File: src/logic/fesc_pkg.sv
package fesc_pkg;
    // ==========================================================
    // software register map (byte addresses, one word each)
    localparam logic [7:0] OFS_CTRL = 8'h00;
    localparam logic [7:0] OFS_CMD = 8'h04;
    localparam logic [7:0] OFS_ADDR = 8'h08;
    localparam logic [7:0] OFS_STAT = 8'h0C;
    // CTRL fields
    localparam int CTRL_PD_BIT = 0;
    localparam int CTRL_UNLOCK_BIT = 1;
    localparam int CTRL_VPP_BIT = 2;
    localparam logic [2:0] CTRL_RESET = 3'h0;
    // STAT fields
    localparam int STAT_DATA_LSB = 8;
    localparam int STAT_BUSY_BIT = 16;
    localparam int STAT_DONE_BIT = 17;
    localparam int STAT_REFUSED_BIT = 18;
    localparam int STAT_SUSP_BIT = 19;
    // ==========================================================
    // device status byte
    localparam int SR_READY_BIT = 7;
    localparam int SR_SUSP_BIT = 6;
    // ==========================================================
    // flash command bytes
    localparam logic [7:0] CMD_ERASE_SUSPEND = 8'hB0;
    localparam logic [7:0] CMD_ERASE_CONFIRM = 8'hD0;
    localparam logic [7:0] CMD_ERASE_RESUME = 8'hD0;
    // ==========================================================
    // software operations written to CMD[2:0]
    typedef enum logic [2:0] {
        FESC_OP_NONE = 3'h0,
        FESC_OP_ERASE = 3'h1,
        FESC_OP_SUSPEND = 3'h2,
        FESC_OP_RESUME = 3'h3,
        FESC_OP_CLEAR = 3'h4,
        FESC_OP_RD_ARRAY = 3'h5,
        FESC_OP_RD_STATUS = 3'h6,
        FESC_OP_READ = 3'h7
    } fesc_op_e;
    // ==========================================================
    // timing
    localparam int CLK_PERIOD_NS = 50;
    localparam int RECOVERY_NS = 300;
    localparam int RECOVERY_CYC =
        (RECOVERY_NS + CLK_PERIOD_NS - 1) / CLK_PERIOD_NS;
    localparam int SYNC_STAGES = 2;
    localparam int ADDR_W = 18;
endpackage

File: src/logic/fesc_ctrl.sv
// Contract
// - erase: setup write, then confirm at block
// - read array command before array reads; FESC_OP_READ reads without one
// - suspend, then read status to confirm
// - assert chip select, then write resume
// - reset low deselects; wait recovery before read
// - write only with strobe and select low
`timescale 1ns/1ps
module fesc_ctrl #(
    parameter int WE_CYC = 2,
    parameter int ACC_CYC = 3,
    parameter logic [7:0] CMD_ERASE_SETUP = 8'h20,
    parameter logic [7:0] CMD_CLEAR_STATUS = 8'h50,
    parameter logic [7:0] CMD_READ_STATUS = 8'h70,
    parameter logic [7:0] CMD_READ_ARRAY = 8'hFF
) (
    input wire logic clk_i,
    input wire logic arst_n_i,
    input wire logic psel_i,
    input wire logic penable_i,
    input wire logic pwrite_i,
    input wire logic [7:0] paddr_i,
    input wire logic [31:0] pwdata_i,
    output logic [31:0] prdata_o,
    output logic pready_o,
    output logic pslverr_o,
    output logic [fesc_pkg::ADDR_W-1:0] addr_o,
    input wire logic [7:0] dq_i,
    output logic [7:0] dq_o,
    output logic dq_oe_o,
    output logic ce_n_o,
    output logic oe_n_o,
    output logic we_n_o,
    output logic reset_powerdown_n_o,
    output logic unlock_high_voltage_o,
    output logic vpp_en_o
);
    import fesc_pkg::*;

    if (WE_CYC < 1 || WE_CYC > 200 || ACC_CYC < 1 || ACC_CYC > 200) begin
        $error("fesc_ctrl: strobe or access count out of range");
    end

    typedef enum logic [5:0] {
        S_IDLE = 6'b000001,
        S_WSET = 6'b000010,
        S_WPUL = 6'b000100,
        S_WREC = 6'b001000,
        S_RACC = 6'b010000,
        S_RSMP = 6'b100000
    } fesc_state_e;

    // ==========================================================
    // registers
    fesc_state_e state_reg, state_next;
    logic [2:0] ctrl_reg;
    logic [ADDR_W-1:0] blk_addr_reg;
    fesc_op_e op_reg;
    logic [1:0] wr_left_reg;
    logic [7:0] byte0_reg, byte1_reg, last_byte_reg;
    logic rd_need_reg, poll_reg;
    logic [7:0] cnt_reg;
    logic [7:0] sr_reg, data_reg;
    logic done_reg, refused_reg, susp_reg;
    logic [3:0] recov_reg;
    logic [7:0] dq_s1_reg, dq_s2_reg;
    logic [31:0] prdata_reg;

    // ==========================================================
    // register bus decode
    wire logic setup_ph = psel_i && !penable_i;
    wire logic wr_acc = psel_i && penable_i && pwrite_i;
    wire logic hit_ctrl = paddr_i == OFS_CTRL;
    wire logic hit_cmd = paddr_i == OFS_CMD;
    wire logic hit_addr = paddr_i == OFS_ADDR;
    wire logic hit_stat = paddr_i == OFS_STAT;
    wire logic mapped = hit_ctrl || hit_cmd || hit_addr || hit_stat;
    wire fesc_op_e new_op = fesc_op_e'(pwdata_i[2:0]);
    wire logic pd_on = ctrl_reg[CTRL_PD_BIT];
    wire logic busy = state_reg != S_IDLE;
    wire logic cmd_wr = wr_acc && hit_cmd && new_op != FESC_OP_NONE;
    // suspended: only read array, read, resume and status are offered
    wire logic susp_block = susp_reg && (new_op == FESC_OP_ERASE ||
        new_op == FESC_OP_CLEAR || new_op == FESC_OP_SUSPEND);
    wire logic resume_block = !susp_reg && new_op == FESC_OP_RESUME;
    wire logic refuse = cmd_wr && (busy || pd_on || recov_reg != 4'h0 ||
        susp_block || resume_block);
    wire logic start = cmd_wr && !refuse;
    wire logic [31:0] rd_mux =
        hit_ctrl ? {29'h0, ctrl_reg} :
        hit_addr ? {14'h0, blk_addr_reg} :
        hit_stat ? {12'h0, susp_reg, refused_reg, done_reg, busy,
                    data_reg, sr_reg} : 32'h0;

    assign pready_o = 1'b1;
    assign pslverr_o = psel_i && penable_i && !mapped;
    assign prdata_o = prdata_reg;

    // ==========================================================
    // operation decode
    wire logic [1:0] op_writes =
        (new_op == FESC_OP_ERASE) ? 2'd2 :
        (new_op == FESC_OP_READ) ? 2'd0 : 2'd1;
    wire logic [7:0] op_byte0 =
        (new_op == FESC_OP_ERASE) ? CMD_ERASE_SETUP :
        (new_op == FESC_OP_SUSPEND) ? CMD_ERASE_SUSPEND :
        (new_op == FESC_OP_RESUME) ? CMD_ERASE_RESUME :
        (new_op == FESC_OP_CLEAR) ? CMD_CLEAR_STATUS :
        (new_op == FESC_OP_RD_ARRAY) ? CMD_READ_ARRAY : CMD_READ_STATUS;
    wire logic op_reads = new_op == FESC_OP_SUSPEND ||
        new_op == FESC_OP_RD_ARRAY || new_op == FESC_OP_RD_STATUS ||
        new_op == FESC_OP_READ;
    wire logic op_polls = new_op == FESC_OP_SUSPEND;
    wire logic cnt_zero = cnt_reg == 8'h0;
    wire logic wr_more = wr_left_reg != 2'd0;
    wire logic poll_again = poll_reg && !dq_s2_reg[SR_READY_BIT];

    // ==========================================================
    // bus cycle engine
    always_comb begin
        state_next = state_reg;
        case (state_reg)
            S_IDLE: begin
                if (start) begin
                    state_next = (op_writes != 2'd0) ? S_WSET : S_RACC;
                end
            end
            S_WSET: state_next = S_WPUL;
            S_WPUL: begin
                if (cnt_zero) begin
                    state_next = S_WREC;
                end
            end
            S_WREC: begin
                if (wr_more) begin
                    state_next = S_WSET;
                end else if (rd_need_reg) begin
                    state_next = S_RACC;
                end else begin
                    state_next = S_IDLE;
                end
            end
            S_RACC: begin
                if (cnt_zero) begin
                    state_next = S_RSMP;
                end
            end
            S_RSMP: state_next = poll_again ? S_RACC : S_IDLE;
            default: state_next = S_IDLE;
        endcase
        if (pd_on) begin
            state_next = S_IDLE;
        end
    end

    // select low only in a bus cycle; write strobe inside select
    wire logic ce_next = !(state_next == S_WSET || state_next == S_WPUL ||
        state_next == S_RACC);
    wire logic we_next = state_next != S_WPUL;
    wire logic oe_next = state_next != S_RACC;
    wire logic drive_next = state_next == S_WSET || state_next == S_WPUL;

    always_ff @(posedge clk_i or negedge arst_n_i) begin
        if (!arst_n_i) begin
            state_reg <= S_IDLE;
            ce_n_o <= 1'b1;
            we_n_o <= 1'b1;
            oe_n_o <= 1'b1;
            dq_oe_o <= 1'b0;
        end else begin
            state_reg <= state_next;
            ce_n_o <= ce_next;
            we_n_o <= we_next;
            oe_n_o <= oe_next;
            dq_oe_o <= drive_next;
        end
    end

    always_ff @(posedge clk_i or negedge arst_n_i) begin
        if (!arst_n_i) begin
            cnt_reg <= 8'h0;
        end else if (state_next == S_WPUL && state_reg != S_WPUL) begin
            cnt_reg <= 8'(WE_CYC - 1);
        end else if (state_next == S_RACC && state_reg != S_RACC) begin
            cnt_reg <= 8'(ACC_CYC + SYNC_STAGES - 1);
        end else if (!cnt_zero) begin
            cnt_reg <= cnt_reg - 8'h1;
        end
    end

    // ==========================================================
    // operation bookkeeping
    always_ff @(posedge clk_i or negedge arst_n_i) begin
        if (!arst_n_i) begin
            op_reg <= FESC_OP_NONE;
            wr_left_reg <= 2'd0;
            byte0_reg <= 8'h0;
            byte1_reg <= 8'h0;
            rd_need_reg <= 1'b0;
            poll_reg <= 1'b0;
        end else if (start) begin
            op_reg <= new_op;
            wr_left_reg <= op_writes;
            byte0_reg <= op_byte0;
            byte1_reg <= CMD_ERASE_CONFIRM;
            rd_need_reg <= op_reads;
            poll_reg <= op_polls;
        end else if (state_reg == S_WPUL && cnt_zero) begin
            wr_left_reg <= wr_left_reg - 2'd1;
            byte0_reg <= byte1_reg;
        end
    end

    // byte0_reg loads on start, so the first byte comes from the decode
    wire logic [7:0] wr_byte = start ? op_byte0 : byte0_reg;

    always_ff @(posedge clk_i or negedge arst_n_i) begin
        if (!arst_n_i) begin
            dq_o <= 8'h0;
            addr_o <= '0;
            last_byte_reg <= 8'h0;
        end else begin
            if (state_next == S_WSET) begin
                dq_o <= wr_byte;
                addr_o <= blk_addr_reg;
            end else if (state_next == S_RACC) begin
                addr_o <= blk_addr_reg;
            end
            if (state_reg == S_WREC) begin
                last_byte_reg <= dq_o;
            end
        end
    end

    // pin data passes two flops before use
    always_ff @(posedge clk_i or negedge arst_n_i) begin
        if (!arst_n_i) begin
            dq_s1_reg <= 8'h0;
            dq_s2_reg <= 8'h0;
        end else begin
            dq_s1_reg <= dq_i;
            dq_s2_reg <= dq_s1_reg;
        end
    end

    wire logic is_status = op_reg != FESC_OP_RD_ARRAY &&
        op_reg != FESC_OP_READ;
    wire logic fin = busy && state_next == S_IDLE && !pd_on;

    always_ff @(posedge clk_i or negedge arst_n_i) begin
        if (!arst_n_i) begin
            sr_reg <= 8'h0;
            data_reg <= 8'h0;
        end else if (state_reg == S_RSMP) begin
            data_reg <= dq_s2_reg;
            if (is_status) begin
                sr_reg <= dq_s2_reg;
            end
        end
    end

    // done and refused: a new event wins over the clear
    always_ff @(posedge clk_i or negedge arst_n_i) begin
        if (!arst_n_i) begin
            done_reg <= 1'b0;
            refused_reg <= 1'b0;
            susp_reg <= 1'b0;
        end else begin
            done_reg <= fin || (done_reg && !start);
            refused_reg <= refuse || (refused_reg && !start);
            if (pd_on) begin
                susp_reg <= 1'b0;
            end else if (state_reg == S_RSMP && op_reg == FESC_OP_SUSPEND &&
                         !poll_again) begin
                susp_reg <= dq_s2_reg[SR_SUSP_BIT];
            end else if (fin && op_reg == FESC_OP_RESUME) begin
                susp_reg <= 1'b0;
            end
        end
    end

    // ==========================================================
    // software registers and reset recovery
    always_ff @(posedge clk_i or negedge arst_n_i) begin
        if (!arst_n_i) begin
            ctrl_reg <= CTRL_RESET;
            blk_addr_reg <= '0;
            prdata_reg <= 32'h0;
            recov_reg <= 4'h0;
        end else begin
            if (wr_acc && hit_ctrl) begin
                ctrl_reg <= pwdata_i[2:0];
            end
            if (wr_acc && hit_addr && !busy) begin
                blk_addr_reg <= pwdata_i[ADDR_W-1:0];
            end
            if (setup_ph) begin
                prdata_reg <= rd_mux;
            end
            if (pd_on) begin
                recov_reg <= 4'(RECOVERY_CYC);
            end else if (recov_reg != 4'h0) begin
                recov_reg <= recov_reg - 4'h1;
            end
        end
    end

    assign reset_powerdown_n_o = !pd_on;
    assign unlock_high_voltage_o = ctrl_reg[CTRL_UNLOCK_BIT];
    assign vpp_en_o = ctrl_reg[CTRL_VPP_BIT];

    // ==========================================================
    // checks
    chk_we_in_select: assert property (@(posedge clk_i)
        disable iff (!arst_n_i)
        !we_n_o |-> !ce_n_o && dq_oe_o && reset_powerdown_n_o)
        else $error("write strobe outside select");
    chk_select_before_we: assert property (@(posedge clk_i)
        disable iff (!arst_n_i)
        $fell(we_n_o) |-> $past(!ce_n_o) && $past(we_n_o))
        else $error("select not low before write strobe");
    chk_confirm_after_setup: assert property (@(posedge clk_i)
        disable iff (!arst_n_i)
        $fell(we_n_o) && op_reg == FESC_OP_ERASE && wr_left_reg == 2'd1
        |-> dq_o == CMD_ERASE_CONFIRM && last_byte_reg == CMD_ERASE_SETUP
            && addr_o == blk_addr_reg)
        else $error("erase confirm not preceded by setup");
    chk_recovery_wait: assert property (@(posedge clk_i)
        disable iff (!arst_n_i)
        $rose(reset_powerdown_n_o) |-> ce_n_o [*6])
        else $error("select during reset recovery");
    chk_poll_toggle: assert property (@(posedge clk_i)
        disable iff (!arst_n_i)
        $fell(oe_n_o) |-> $past(ce_n_o) && $past(oe_n_o))
        else $error("status read without select toggle");
    chk_suspend_poll: assert property (@(posedge clk_i)
        disable iff (!arst_n_i || pd_on)
        state_reg == S_WREC && op_reg == FESC_OP_SUSPEND && !wr_more
        |-> ##1 !oe_n_o)
        else $error("no status read after suspend");
    chk_poll_ready: assert property (@(posedge clk_i)
        disable iff (!arst_n_i)
        $rose(done_reg) && op_reg == FESC_OP_SUSPEND
        |-> sr_reg[SR_READY_BIT])
        else $error("suspend finished before ready");
    chk_array_mode: assert property (@(posedge clk_i)
        disable iff (!arst_n_i)
        $fell(we_n_o) && op_reg == FESC_OP_RD_ARRAY
        |-> dq_o == CMD_READ_ARRAY ##[1:400] !oe_n_o)
        else $error("array read without read array command");
endmodule

File: config.mk
export PLATFORM = sky130hd
export DESIGN_NAME = fesc_ctrl
export DESIGN_NICKNAME = d
export VERILOG_FILES = /design/src/logic/fesc_pkg.sv /design/src/logic/fesc_ctrl.sv
export SDC_FILE = /design/constraint.sdc
export NUM_CORES = 1
export LEC_CHECK = 0
export BUFFER_PORTS_ARGS = -buffer_cell sky130_fd_sc_hd__buf_4
export CAP_MARGIN = 20
export CORE_MARGIN = 4
export CORE_UTILIZATION = 35
export CTS_BUF_LIST = sky130_fd_sc_hd__clkbuf_8 sky130_fd_sc_hd__clkbuf_16
export DETAILED_ROUTE_END_ITERATION = 12
export HOLD_SLACK_MARGIN = 0.15
export MAX_ROUTING_LAYER = met4
export PLACE_DENSITY_LB_ADDON = 0.05
export SYNTH_ARGS = -nofsm -noshare
export SYNTH_HDL_FRONTEND = slang
export SYNTH_SLANG_ARGS = --single-unit
File: constraint.sdc
create_clock -name clk_i -period 2.45 [get_ports clk_i]
set_input_delay 0.245 -clock clk_i [delete_from_list [all_inputs] [get_ports clk_i]]
set_output_delay 0.245 -clock clk_i [all_outputs]
set_load 0.005 [all_outputs]
* Word-level counts from Yosys, hierarchy flattened
Cells that the tools add are included.
** Storage, ports and cells
- Flip-flop bits (word level) :: 152
- Logic and storage cells :: 154
- Bits of input ports :: 53
- Output and inout bits :: 67
** Cells by class
- Eq/ne operators :: 30
- Muxes and demuxes :: 34
- Add/subtract/negate cells :: 3
- Reduce and logical (&&, ||, !) cells :: 62
** Operators by type and width (count)
- 8-bit two-way mux :: 11
- 20-bit two-way mux :: 3
- 18-bit two-way mux :: 2
- 6-bit one-hot mux with 6 select lines :: 1
- 1-bit logical AND :: 25
- 6-bit two-way mux :: 4
- 5-bit two-way mux :: 4
- 8-bit by 4-bit == test with 1-bit output (second input constant) :: 2
- 8-bit zero test :: 2
- 1-bit logical OR :: 16
- 3-bit by 2-bit == test with 1-bit output (second input constant) :: 4
- 3-bit == test (second input constant) :: 4
- 6-bit by 1-bit == test with 1-bit output (second input constant) :: 2
- 6-bit by 2-bit == test with 1-bit output (second input constant) :: 2
- 6-bit by 3-bit == test with 1-bit output (second input constant) :: 2
- 6-bit by 5-bit == test with 1-bit output (second input constant) :: 2
- 6-bit by 3-bit inequality test with 1-bit output (second input constant) :: 2
- 6-bit by 5-bit inequality test with 1-bit output (second input constant) :: 2
- 1-bit zero test :: 10
- 2-bit nonzero test :: 5
- 8-bit by 3-bit == test with 1-bit output (second input constant) :: 1
- 4-bit two-way mux :: 2
- 8-bit by 1-bit subtractor with 8-bit output (second input constant) :: 1
- 6-bit by 4-bit == test with 1-bit output (second input constant) :: 1
- other kinds (12) :: 19

* Logic depth before layout (Yosys ltp)
Gate-level depths: netlist of the first run.
- Word-level depth :: 19
- Gate-level depth with buffers :: 10

* Least setup slack after synthesis of the first run
OpenSTA, ideal clock, no wires.
- Kind :: register -> register
- Start point :: register cnt_reg[0]
- End point :: register addr_o[10] in the netlist's numbering
- Period minus slack after synthesis :: 2480 ps
- Library setup time :: 125 ps
- Path slack :: -30 ps
- Arrival :: 2355 ps
- Stages on the path, launching flop included :: 11
- Data required time :: 2325 ps
- Path buffers :: 2
- Path through :: dfrtp_1 inv_1 ha_1 nor4b_1 nand2_1 a221o_1 nor3_1 or2_1 buf_6 buf_6 mux2_4
** On the way
- Word-level cells in the longest chain between the ends :: 6
- Elaborated cells between the ends (all ways) :: 9
** Ends and longest elaborated chain
- start: declaration :: line fesc_ctrl.sv:62 : logic [7:0] cnt_reg;
- start signal: assignment :: line fesc_ctrl.sv:183 : cnt_reg <= 8'(WE_CYC - 1);
- start signal: assignment :: line fesc_ctrl.sv:185 : cnt_reg <= 8'(ACC_CYC + SYNC_STAGES - 1);
- start signal: assignment :: line fesc_ctrl.sv:187 : cnt_reg <= cnt_reg - 8'h1;
- 8-bit zero test * :: line fesc_ctrl.sv:114 : wire logic cnt_zero = cnt_reg == 8'h0;
- 6-bit two-way mux (on tied branches) :: line fesc_ctrl.sv:144, fesc_ctrl.sv:130
- 6-bit one-hot mux with 6 select lines * :: line fesc_ctrl.sv:122 : case (state_reg)
- 6-bit two-way mux * :: line fesc_ctrl.sv:151 : if (pd_on) begin
- 6-bit by 2-bit == test with 1-bit output / 6-bit by 5-bit == test with 1-bit output (equally long branches) :: line fesc_ctrl.sv:223, fesc_ctrl.sv:226
- 18-bit two-way mux / 2-bit nonzero test (equally long branches)
- end signal: assignment :: line fesc_ctrl.sv:225 : addr_o <= blk_addr_reg;
- end signal: assignment :: line fesc_ctrl.sv:227 : addr_o <= blk_addr_reg;
- end: declaration :: line fesc_ctrl.sv:27 : output logic [fesc_pkg::ADDR_W-1:0] addr_o,
Mark *: on every way between the ends. The rest lies on a longest branch, timed or not.
A chain may end at the register's enable or synchronous reset.

* Worst setup path in the final report of the first run
- Start point :: register cnt_reg[0]
- End point :: register cnt_reg[6]
** On the way
- Word-level cells in the longest chain between the ends :: 8
- Elaborated cells between the ends (all ways) :: 14
** Ends and longest elaborated chain
- 8-bit zero test :: line fesc_ctrl.sv:114
- 6-bit two-way mux (on tied branches) :: line fesc_ctrl.sv:144, fesc_ctrl.sv:130
- 6-bit one-hot mux with 6 select lines :: line fesc_ctrl.sv:122
- 6-bit two-way mux :: line fesc_ctrl.sv:151
- 6-bit by 5-bit == test with 1-bit output :: line fesc_ctrl.sv:184 : end else if (state_next == S_RACC && state_reg != S_RACC) begin
- 1-bit logical AND :: line fesc_ctrl.sv:184
- 8-bit two-way mux :: line fesc_ctrl.sv:184
- 8-bit two-way mux :: line fesc_ctrl.sv:182 : end else if (state_next == S_WPUL && state_reg != S_WPUL) begin
Several ways; a longest one is shown, not always the timed one. The select of a mux whose other input is x is not followed.

==> results of run 1 <==
-- routing by layer --
metal,vias up,track usage,part of all wire
met1,2120,0.206,0.43
met2,98,0.275,0.51
li1,1978,-,-
met4,0,0.0554,0.012
met5,-,-,0
met3,16,0.0444,0.047
-- power breakdown --
part	switching [uW]	internal [uW]
clock	944	1650
sequential	24.4	2250
combinational	187	195
total	1160	4090
-- how the worst min path moves through the flow --
stage	from	end	slack [ns]	cells past startpoint
floorplan	arst_n_i	async pin	-0.05	0
CTS	pwdata_i[0]	op_reg[0]	0.17	3
detailed placement	arst_n_i	cnt_reg[6]	0.22	1
finish	pwdata_i[0]	op_reg[0]	0.19	3
global placement	arst_n_i	cnt_reg[6]	0.22	1
global route	pwdata_i[0]	op_reg[0]	0.20	3
-- kinds of logic after synthesis --
family,after synthesis,share of synthesized area
adder cells (fa/ha/maj),4,0.00870
buffers and inverters,61,0.0535
other,2,0.00131
AO/OA/AOI/OAI,69,0.0829
AND/OR/NAND/NOR,136,0.128
multiplexers,64,0.131
flip-flops,134,0.584
XOR/XNOR,7,0.0107
-- synthesized netlist by cell type, drive strengths merged, types with 7 or more instances --
library cell / instances / area [sq um]
dfrtp: 130 / 3250
mux2: 62 / 736
nor2: 34 / 128
nand2: 29 / 109
inv: 28 / 105
buf: 22 / 161
o21ai: 20 / 100
nor3: 18 / 95.1
a21oi: 16 / 80.1
a222oi: 15 / 150
clkbuf: 11 / 41.3
nand2b: 7 / 43.8
-- area by class of cell --
| cell class | count | area, sq um | area share |
|---|---|---|---|
| Timing Repair Buffer | 161 | 1340 | 0.169 |
| Tap cell | 216 | 270 | 0.0342 |
| Inverter | 28 | 105 | 0.0133 |
| Multi-Input combinational cell | 293 | 2230 | 0.282 |
| Clock buffer | 19 | 453 | 0.0573 |
| Clock inverter | 12 | 153 | 0.0193 |
| Sequential cell | 134 | 3360 | 0.425 |
-- metrics by stage --
step,power [uW],TNS (ns),hold slack (ns)
floorplan,2470,0,-0.0506
global placement,2630,-4.68,0.215
detailed placement,2640,-4.99,0.218
CTS,5320,0,0.170
global route,5460,-0.0344,0.201
finish,5240,0,0.194
-- worst max-delay path: stages (launching register included) --
cell and delay (ns):
dfrtp_1 0.38, inv_1 0.08, ha_2 0.18, buf_4 0.11, or3b_2 0.46, or2_2 0.30
or4b_2 0.65, a21oi_2 0.13
-- cells in the final DEF (no fill, tap or decap), types with 4 or more instances in the layout --
master,instances
a21oi_1,15
a222oi_1,15
buf_4,130
clkbuf_16,17
conb_1,13
dfrtp_1,130
dfstp_2,4
dlygate4sd3_1,25
inv_1,27
mux2_2,52
mux2_4,10
nand2_1,28
nand2b_1,7
nor2_1,33
nor2b_1,6
nor3_1,12
nor3_2,5
nor4_1,5
o21ai_0,17
or4_4,4
xnor2_1,6
-- timing repair --
item	CTS	global route
hold buffers	25	0
endpoints found under the setup margin	13	26
hold endpoints to repair	71	0
buffers inserted	1	1
pin swaps	2	4
cloned	1	0
resized for setup	7	15
==> metrics.txt, run 1 <==
Critical Path Fanout Max=3; Critical Path AT=2.69 ns; r2r endpoint=cnt_reg[6]; CTS sink cnt=134; largest net degree at the start of global routing=63; clock-pin slew on the worst setup and hold paths=0.06 ns; kind of critical path=flop to flop; P&R area growth vs syn=37.5%; first-pass GRT wire length=23200 microns; Skew-Pair Late Insertion Delay=0.41 ns; slew at the pin with the worst max-slew slack=0.913 ns; R2R cell count=7; Ys Warns=0; Top FF cell, synth=dfrtp_1; max reg flops=20; drt wl/cell=17.0 microns; Final ANT Viol Nets=0; Cells after Synth=477; Max-slew headroom=0.391; Buffers on Ports=92; Die Y=136 microns; vias in the first global route=4383; DP HPWL=10100 microns; die area=18500 sq um; CP endpoint kind=flop; Power per Cell Area=663 nW/um^2; Yosys cell types=58; Worst VDD drop=0.000463 V; endpoint of the worst setup timing path=cnt_reg[6]; Post-Layout Cell Count=863; sequential share of the synthesized area=0.584; DRC Markers=0; Slew Limit Fails=0; CTS tree=done; Core Region=16000 sq um; pre-CTS WS=-0.251 ns; Initial Util=0.359; H-Tree Depth=4; grt ovf=0; count of flip-flops with a built-in enable after synthesis=0; DP Area=6930 sq um; CTS buffer count=17; IO Count=120; gp weighted congestion=0.854; clk root buf=clkbuf_16; Avg Cell Area, Syn=12.1 sq um; maximum capacitance violations=0; Final period util=0.955; fraction of registers with async set/reset=1.00; Core Util, Final=0.494; Leak Pwr=0.00401 uW; fmax=0.427 GHz; fin crit period=2.34 ns; GRT Util Overall=0.169; outcome=finished, final reports clean; initial drt markers=227; Setup crit start kind=flop; Routed WL=14700 microns; initial antenna violation count=0; internal reg-to-reg setup slack=0.11 ns; critical register-to-register path startpoint=cnt_reg[0]; Placed Instances=804; Max Buffers Root-to-Sink=2; layout cells sized above 1=0.405; CP required=2.80 ns; Hold Path Class=input port to flop; Setup WS post-layout=0.110 ns; Antenna Cells=0; fin area=7910 sq um; crit path launch=cnt_reg[0]; worst clock skew=0.00567 ns; Final Setup Violations=0; final net count=692; final hold violations=0; via count=4212; Via density=4.88; Die W=136 microns; # fillers=1486; cell area after synthesis=5750 sq um; #FFs+latches synth=134; # rows=46; drt pass-1 iters=7
Note: power is estimated with default switching activity, not from simulation.
==> run 2, diff against run 1 <==
CORE_UTILIZATION = 30   (was 35)
CTS_BUF_LIST = sky130_fd_sc_hd__clkbuf_8   (was sky130_fd_sc_hd__clkbuf_8 sky130_fd_sc_hd__clkbuf_16)
SLEW_MARGIN = 20   (was unset)
==> metrics.txt, run 2 (synthesis results as in run 1) <==
outcome=finished, final reports clean; most common cell after layout, fill and taps aside=buf_4; Die Y=146 microns; Critical Path AT=2.71 ns; pre-CTS WS=-0.309 ns; total negative slack=0 ns; # rows=50; P&R area growth vs syn=37.8%; layout cells sized above 1=0.420; max reg flops=20; Via density=4.73; Leak Pwr=0.00403 uW; via count=4272; kind of critical path=flop to flop; worst clock skew=0.0145 ns; fin crit period=2.38 ns; Hold Path Class=input port to flop; fmax=0.420 GHz; Antenna Cells=0; Post-Layout Cell Count=903; final net count=713; first-pass GRT wire length=24500 microns; Die W=146 microns; Slew Limit Fails=0; Placed Instances=833; Final period util=0.972; DRC Markers=0; Initial Util=0.306; CTS sink cnt=134; initial drt markers=214; GRT Util Overall=0.149; grt ovf=0; Worst VDD drop=0.000281 V; Final ANT Viol Nets=0; # fillers=1830; Setup WS post-layout=0.0687 ns; IO Count=120; initial antenna violation count=0; H-Tree Depth=4; Skew-Pair Late Insertion Delay=0.45 ns; Buffers on Ports=92; drt wl/cell=16.9 microns; gp weighted congestion=0.873; slew at the pin with the worst max-slew slack=0.948 ns; most frequent cells in the layout=buf_4, dfrtp_1, mux2_2, nor2_1, dlygate4sd3_1; clock-pin slew on the worst setup and hold paths=0.08 ns; maximum capacitance violations=0; vias in the first global route=4549; CTS tree=done; Core Region=18800 sq um; clk root buf=clkbuf_8; Routed WL=15300 microns; die area=21500 sq um; Setup crit start kind=flop; Critical Path Fanout Max=6; Final Setup Violations=0; Max Buffers Root-to-Sink=2; DP HPWL=10600 microns; CTS buffer count=17; CP required=2.78 ns; Max-slew headroom=0.368; drt pass-1 iters=5; Core Util, Final=0.422; hold_ws=0.244 ns; Power per Cell Area=573 nW/um^2; final hold violations=0; CP endpoint kind=flop; largest net degree at the start of global routing=59
run 2: timing repair:
item,CTS,global route
endpoints found under the setup margin,23,25
hold endpoints to repair,84,0
buffers inserted,0,8
hold buffers,29,0
cloned,0,1
resized for setup,5,20
pin swaps,0,7
run 2: report_power, final:
group | internal [uW] | switching, uW
logic | 200 | 196
registers | 2240 | 19.3
clock network | 880 | 1010
run 2: area by class of cell:
type	count	area, sq um	share of cell area
clock buffers	18	248	0.0313
flip-flops and latches	134	3360	0.424
clock inverters	14	158	0.0199
well taps	234	293	0.0369
repair buffers	182	1510	0.190
inverters	28	105	0.0133
multi-input cells	293	2260	0.285
run 2: final timing paths:
kind | start | end | slack (ns) | cells past startpoint
setup / recovery | state_reg[1] | addr_o[9] | 0.07 | 9
hold / removal | paddr_i[6] | prdata_o[2] | 0.24 | 5
setup reg to reg | state_reg[1] | addr_o[9] | 0.07 | 9
hold reg to reg | dq_s1_reg[5] | dq_s2_reg[5] | 0.35 | 0
max in group asynchronous | arst_n_i | prdata_o[4] | 1.41 | 3
min in group asynchronous | arst_n_i | cnt_reg[6] | 0.33 | 2
run 2: metrics by stage:
step / instance area (sq um) / total power, uW
after floorplan: 5820 / 2470
after global placement: 7040 / 2650
after detailed placement: 7040 / 2650
after CTS: 7760 / 4620
after global routing: 7930 / 4770
final: 7930 / 4540
run 2: critical path: stages (launching register included):
cell,delay (ns)
dfrtp_1,0.43
nor4_2,0.30
buf_4,0.17
nand4_1,0.13
buf_4,0.20
nor3_4,0.19
nor3_2,0.07
or2_4,0.31
clkbuf_16,0.18
mux2_4,0.29
run 2: metal layers:
layer  GRT usage  wire (microns)  vias up
li1            -               -     2026
met5           -               0        -
met4      0.0390             147        0
met3      0.0428             619        9
met2       0.248            7680       84
met1       0.180            6840     2153
